File: src/ocs_consts.svh
/*
 Constants for the command/status register block: offset, field positions,
 reset value and software reset timing. Assumes a 50 MHz core clock.
*/
`ifndef OCS_CONSTS_SVH
`define OCS_CONSTS_SVH

`define OCS_CMDSTAT_OFFSET 8'h08
`define OCS_CMDSTAT_RESET 32'h0000_0000
`define OCS_BIT_SWRST 0
`define OCS_BIT_CTRLF 1
`define OCS_BIT_BULKF 2
`define OCS_BIT_OWNRQ 3
`define OCS_SOC_LO 16
`define OCS_SOC_HI 17
`define OCS_FSTATE_SUSPEND 2'h3
`define OCS_FSTATE_RESET 2'h0
`define OCS_CLK_NS 20
`define OCS_SWRST_MAX_NS 10000
// Longest time rounds down to whole cycles
`define OCS_SWRST_CYC (`OCS_SWRST_MAX_NS / `OCS_CLK_NS)
// Own reset sequence length, well inside the limit
`define OCS_SWRST_WORK 16

`endif

File: src/ocs_pkg.sv
/*
 Types for the command/status register block.
 Assumes ocs_consts.svh is compiled alongside.
*/
package ocs_pkg;

  typedef enum logic [2:0] {
    OCS_IDLE = 3'b001,
    OCS_SWRST = 3'b010,
    OCS_DONE = 3'b100
  } ocs_state_t;

  typedef struct packed {
    ocs_state_t state;
    logic [4:0] cnt;
    logic [1:0] soc;
    logic own_req;
    logic bulk_f;
    logic ctrl_f;
    logic sw_rst;
    logic so_set;
    logic oc_set;
    logic [1:0] fstate;
    logic [31:0] rdata;
  } ocs_regs_t;

endpackage : ocs_pkg

File: src/ocs_cmd_status.sv
/*
 Command/status register of an open host controller function: write-to-set
 commands, overrun counter, ownership request, list filled flags and the
 software reset sequence. Assumes a synchronous register port from the host
 bus decoder and single-cycle event pulses from the list processing engine.
*/
`timescale 1ns/1ns
`include "ocs_consts.svh"

module ocs_cmd_status
  import ocs_pkg::*;
(
  input wire logic SYS_CLK_I,
  input wire logic SYS_RST_I,
  input wire logic REG_WR_I,
  input wire logic REG_RD_I,
  input wire logic [7:0] REG_ADDR_I,
  input wire logic [31:0] REG_WDATA_I,
  output logic [31:0] REG_RDATA_O,
  input wire logic OVERRUN_I,
  input wire logic OWN_DONE_I,
  input wire logic BULK_HEAD_I,
  input wire logic BULK_TD_I,
  input wire logic CTRL_HEAD_I,
  input wire logic CTRL_TD_I,
  output logic BULK_RUN_O,
  output logic CTRL_RUN_O,
  output logic OVERRUN_FLAG_SET_O,
  output logic OWNERSHIP_CHANGED_SET_O,
  output logic OP_REG_RESET_O,
  output logic HOST_BUS_HOLD_O,
  output logic [1:0] FUNC_STATE_O
);

  ocs_regs_t r_r;
  ocs_regs_t r_nxt;
  logic wr_hit;
  logic [31:0] cur;

  assign wr_hit = REG_WR_I && (REG_ADDR_I == `OCS_CMDSTAT_OFFSET);

  always_comb begin
    cur = 32'h0000_0000;
    cur[`OCS_SOC_HI:`OCS_SOC_LO] = r_r.soc;
    cur[`OCS_BIT_OWNRQ] = r_r.own_req;
    cur[`OCS_BIT_BULKF] = r_r.bulk_f;
    cur[`OCS_BIT_CTRLF] = r_r.ctrl_f;
    cur[`OCS_BIT_SWRST] = r_r.sw_rst;
  end

  // ----------------------------------------------------------------
  // Next state
  // ----------------------------------------------------------------
  always_comb begin
    r_nxt = r_r;
    r_nxt.so_set = 1'b0;
    r_nxt.oc_set = 1'b0;
    if (REG_RD_I && (REG_ADDR_I == `OCS_CMDSTAT_OFFSET)) begin
      r_nxt.rdata = cur;
    end else begin
      r_nxt.rdata = 32'h0000_0000;
    end
    if (BULK_HEAD_I && r_r.bulk_f) begin
      r_nxt.bulk_f = 1'b0;
    end
    if (CTRL_HEAD_I && r_r.ctrl_f) begin
      r_nxt.ctrl_f = 1'b0;
    end
    // descriptor found keeps bulk going; set beats the head clear
    if (BULK_TD_I) begin
      r_nxt.bulk_f = 1'b1;
    end
    if (CTRL_TD_I) begin
      r_nxt.ctrl_f = 1'b1;
    end
    // wrapping count, independent of status flag
    if (OVERRUN_I) begin
      r_nxt.soc = r_r.soc + 2'h1;
      r_nxt.so_set = 1'b1;
    end
    if (OWN_DONE_I) begin
      r_nxt.own_req = 1'b0;
    end
    // write-to-set; software sets win over hardware clears
    if (wr_hit) begin
      r_nxt.soc = r_nxt.soc | REG_WDATA_I[`OCS_SOC_HI:`OCS_SOC_LO];
      r_nxt.bulk_f = r_nxt.bulk_f | REG_WDATA_I[`OCS_BIT_BULKF];
      r_nxt.ctrl_f = r_nxt.ctrl_f | REG_WDATA_I[`OCS_BIT_CTRLF];
      // each new request raises ownership changed, except one written while in OCS_SWRST
      if (REG_WDATA_I[`OCS_BIT_OWNRQ]) begin
        r_nxt.own_req = 1'b1;
        r_nxt.oc_set = 1'b1;
      end
      if (REG_WDATA_I[`OCS_BIT_SWRST]) begin
        r_nxt.sw_rst = 1'b1;
      end
    end
    case (r_r.state)
      OCS_IDLE: begin
        if (r_nxt.sw_rst) begin
          r_nxt.state = OCS_SWRST;
          r_nxt.cnt = 5'h00;
        end
      end
      OCS_SWRST: begin
        // only operational state here, root hub untouched
        r_nxt.soc = 2'h0;
        r_nxt.own_req = 1'b0;
        r_nxt.bulk_f = 1'b0;
        r_nxt.ctrl_f = 1'b0;
        r_nxt.so_set = 1'b0;
        r_nxt.oc_set = 1'b0;
        r_nxt.cnt = r_r.cnt + 5'h01;
        if (r_r.cnt == 5'(`OCS_SWRST_WORK - 1)) begin
          r_nxt.state = OCS_DONE;
        end
      end
      OCS_DONE: begin
        r_nxt.sw_rst = 1'b0;
        r_nxt.fstate = `OCS_FSTATE_SUSPEND;
        r_nxt.state = OCS_IDLE;
      end
      default: begin
        r_nxt.state = OCS_IDLE;
      end
    endcase
  end

  // ----------------------------------------------------------------
  // State register
  // ----------------------------------------------------------------
  always_ff @(posedge SYS_CLK_I) begin
    if (SYS_RST_I) begin
      r_r <= '{state: OCS_IDLE, cnt: 5'h00, soc: 2'h0, own_req: 1'b0,
               bulk_f: 1'b0, ctrl_f: 1'b0, sw_rst: 1'b0, so_set: 1'b0,
               oc_set: 1'b0, fstate: `OCS_FSTATE_RESET,
               rdata: `OCS_CMDSTAT_RESET};
    end else begin
      r_r <= r_nxt;
    end
  end

  // ----------------------------------------------------------------
  // Outputs
  // ----------------------------------------------------------------
  assign REG_RDATA_O = r_r.rdata;
  // processing permitted only when flag seen set
  assign BULK_RUN_O = BULK_HEAD_I && r_r.bulk_f && !r_r.sw_rst;
  assign CTRL_RUN_O = CTRL_HEAD_I && r_r.ctrl_f && !r_r.sw_rst;
  assign OVERRUN_FLAG_SET_O = r_r.so_set;
  assign OWNERSHIP_CHANGED_SET_O = r_r.oc_set;
  assign OP_REG_RESET_O = (r_r.state == OCS_SWRST);
  // bus quiet while reset pending or running
  assign HOST_BUS_HOLD_O = r_r.sw_rst;
  assign FUNC_STATE_O = r_r.fstate;

  // ----------------------------------------------------------------
  // Checks
  // ----------------------------------------------------------------
  // Reset end falls two cycles after the last busy count
  localparam int swrst_end = `OCS_SWRST_WORK + 2;
  // Longest software reset allowed, in whole cycles
  localparam int swrst_limit = `OCS_SWRST_CYC;
endmodule : ocs_cmd_status

File: config.mk
export PLATFORM = sky130hd
export DESIGN_NAME = ocs_cmd_status
export DESIGN_NICKNAME = d
export VERILOG_FILES = /design/src/ocs_pkg.sv /design/src/ocs_cmd_status.sv
export VERILOG_INCLUDE_DIRS = /design/src
export SDC_FILE = /design/constraint.sdc
export NUM_CORES = 1
export LEC_CHECK = 0
export BUFFER_PORTS_ARGS = -buffer_cell sky130_fd_sc_hd__buf_2
export CORE_MARGIN = 2
export CORE_UTILIZATION = 45
export CTS_BUF_LIST = sky130_fd_sc_hd__clkbuf_4 sky130_fd_sc_hd__clkbuf_8
export CTS_CLUSTER_DIAMETER = 40
export DETAILED_ROUTE_END_ITERATION = 10
export PLACE_DENSITY = 0.87
export REMOVE_ABC_BUFFERS = 1
export SLEW_MARGIN = 20
export SYNTH_ARGS = -nofsm -noshare
export SYNTH_HDL_FRONTEND = slang
export SYNTH_SLANG_ARGS = --single-unit
File: constraint.sdc
create_clock -name SYS_CLK_I -period 2.8 [get_ports SYS_CLK_I]
set_input_delay 0.28 -clock SYS_CLK_I [delete_from_list [all_inputs] [get_ports SYS_CLK_I]]
set_output_delay 0.28 -clock SYS_CLK_I [all_outputs]
set_load 0.01 [all_outputs]
==> flow_summary.toml <==
[critical_path]
cpPeakStageDelay_ns = 0.53
reg2reg_from = "r_r[49]$_SDFFE_PP0P_"
crit_fanout = 10
crit_slowest_cell = "or3b_1"
cp.required_ns = 2.52
critPathArrivalTime_ns = 1.48
crit_type = "flip-flop to output port"
reg2reg_to = "cur[3]$_SDFF_PP0_"
r2r_cells = 3
worst-path-buf-inv = 2
critPathTopFamily = "simple AND/OR/NAND/NOR gates"
reg2reg_slack_ns = 1.18
crit_path_end_kind = "output port"
path_cells = "or3b_1 > inv_1 > buf_2"
startpoint_type = "flip-flop"

[die]
start_util_pct = 46.34
rows = 19
die_w_um = 56.60
die_y_um = 56.60
pin_count = 90
fp.coreArea_um2 = 2686
dieArea_um2 = 3203

[logic_synthesis]
syn_area_per_cell_um2 = 8.829
synth-main-ff-cell = "dfxtp_1"
yosysMostFrequentCell = "buf_4"
yosys.area_share.simple_pct = 23.02
synth_top_area_share_pct = 36.98
yosysWarnings = 0
ys_seq_area_share_pct = 36.98
synthTopCellsByCount = "buf_4 (34), dfxtp_1 (23), inv_1 (11)"
synth_cells = 141
synthAdderAreaFrac_pct = 2.010
yosysTopAreaCell = "dfxtp_1"
synthTopCellsByArea = "dfxtp_1 (37%), buf_4 (21%), and2_1 (3.5%)"
synth-xor-area-share_pct = 1.407
netlist_area_um2 = 1245
synth.distinct_cells = 36
synth_top_family_by_area = "buffers and inverters"
synthMuxAreaShare_pct = 0
async_flop_share_pct = 0
synth_compound_area_share_pct = 12.16
synth_edf_count = 0
ys_ff_latch = 23

[finish]
post-route-util_pct = 49.84
seqCellArea_um2 = 460.4
final_nets = 226
fill_cells = 266
antenna_cells = 0
layout-drive-gt1-share_pct = 26.59
multi_input_area_um2 = 578.1
area_growth_pct = 7.537

[routing]
antenna_left = 0
wire_per_inst_um = 10.17
drt-initial-drc-count = 18
drc = 0
vias_per_cell = 4.716
routed_wl_um = 2074
via_count = 962
dr.pass1.iters = 5

[sta]
setup_tns_ns = 0
fmax_mhz = 567.7
timing.hold.ws_ns = 0.1961
min_period_ns = 1.761
period_share_pct = 62.91
setup_ws_ns = 1.039
final.setup_skew_ns = 0.002001
drv_slew = 0
hold_violations = 0
finalSetupViolations = 0
worstMarginPinSlew_ns = 0.6438
max_slew_margin_pct = 56.40
grt_setup_unrepaired = "false"

[power_and_ir_drop]
pwr-share-comb_pct = 10.7
netSwitchingPower_mw = 0.1381
p_leak_nw = 0.6750
swShare_pct = 25.25
ir_drop_v = 0.0002365
seqPwrFrac_pct = 61.3
power.density_nw_per_um2 = 408.5
clkPwrFrac_pct = 28.0
finalPower_mw = 0.5469
internal-power_mw = 0.4088

[clocking]
clk_pin_slew_ns = 0.12
cts_buffer_depth = 2
cts.sink_count = 23
clkLatencyLatePin_ns = 0.31
cts_repair_resize_count = 0
root_buffer = "clkbuf_4"
hold_buffers = 0
cts_tree = "yes"
htree_levels = 1
cts_setup_buffers = 0
cts_made_buffers = 3

[global_routing]
busiest_layer = "met2"
grt_pass1_wl_um = 3270
use_met2_pct = 21.59
antenna_found_initial = 0
grt_max_degree = 14
grt_use_met3_pct = 2.074
grt_use_total_pct = 12.88
gr-total-overflow = 0
grt_pass1_vias = 784
grt_use_met1_pct = 15.53

[min_path]
hold_path_class = "input pin to flip-flop"
min_path_cells = 3
min_from = "REG_WDATA_I[17]"
hold_end = "cur[17]$_SDFF_PP0_"

[placement]
gp_congestion = 0.7550
dp_hpwl_um = 1688
io_buffers = 37
post-place-ws_ns = 0.9904

[run]
drv_cap = 0

[outcome]
status = "finished clean"
## through the flow
stage	cell area [µm²]	std cells
2_1_floorplan	1080	131
3_3_place_gp	1311	200
3_5_place_dp	1311	200
4_1_cts	1339	204
5_1_grt	1339	204
6_report	1339	204
## worst max path at each step
stage                                   end  slack, ns                 start  cells after the start
after floorplan           cur[3]$_SDFF_PP0_       1.15         REG_ADDR_I[1]                      3
after global placement    cur[3]$_SDFF_PP0_       1.01         REG_ADDR_I[1]                      4
after detailed placement  cur[3]$_SDFF_PP0_       0.99         REG_ADDR_I[1]                      4
after CTS                    OP_REG_RESET_O       1.04  r_r[48]$_SDFFE_PP0P_                      3
after global routing         OP_REG_RESET_O       0.92  r_r[48]$_SDFFE_PP0P_                      3
final                        OP_REG_RESET_O       1.04  r_r[48]$_SDFFE_PP0P_                      3
## sequential cells by signal, indices dropped and copies added, names as in the netlist
register and flops:
FUNC_STATE_O 1, HOST_BUS_HOLD_O 1, OVERRUN_FLAG_SET_O 1, OWNERSHIP_CHANGED_SET_O 1
REG_RDATA_O 6, cur 5, r_r 8
## metal layers
metal / wire, µm / up-vias / share of wire, %
met2: 931 / 58 / 45
met5: 0 / - / 0
li1: - / 484 / -
met1: 859 / 416 / 41
met3: 236 / 4 / 11
met4: 46 / 0 / 2.2
## cell families after synthesis
family | after synthesis
AND/OR/NAND/NOR | 46
flip-flops | 23
buffers and inverters | 46
XOR/XNOR | 2
AO/OA/AOI/OAI | 21
other | 1
adder cells (fa/ha/maj) | 2
## placed cells by master (no fill, tap or decap), types with 2 or more instances in the layout
cell type	instances
clkbuf_4	3
nor2_1	5
a21boi_0	2
and3_1	4
conb_1	26
nand4b_1	2
nand3_1	2
nand2b_1	3
o211ai_1	3
inv_1	11
buf_2	37
dfxtp_1	23
and2_1	7
o21ai_1	4
nand2_1	8
o32ai_1	2
nor2b_1	4
o31ai_1	3
ha_1	2
o21ai_0	3
nor3_1	2
## power groups by stage
| stage | registers [mW] | logic (mW) | clock network, mW |
|---|---|---|---|
| 6_report | 0.335 | 0.0586 | 0.153 |
| 3_3_place_gp | 0.343 | 0.0578 | 0 |
| 4_1_cts | 0.336 | 0.0584 | 0.157 |
| 2_1_floorplan | 0.343 | 0.0343 | 0 |
| 3_5_place_dp | 0.343 | 0.0582 | 0 |
| 5_1_grt | 0.337 | 0.0656 | 0.176 |
## worst min-delay path, cell delays in order
cell and delay, ns:
buf_2 0.10, nand2_1 0.05, o21ai_1 0.05
## area by class of cell
type,count,area share [%]
repair buffers,38,14.39
well taps,31,2.897
multi-input cells,97,43.18
clock buffers,3,1.682
flip-flops and latches,23,34.39
clock inverters,1,0.3738
inverters,11,3.084
No activity file was read; power rests on OpenSTA's default activity.
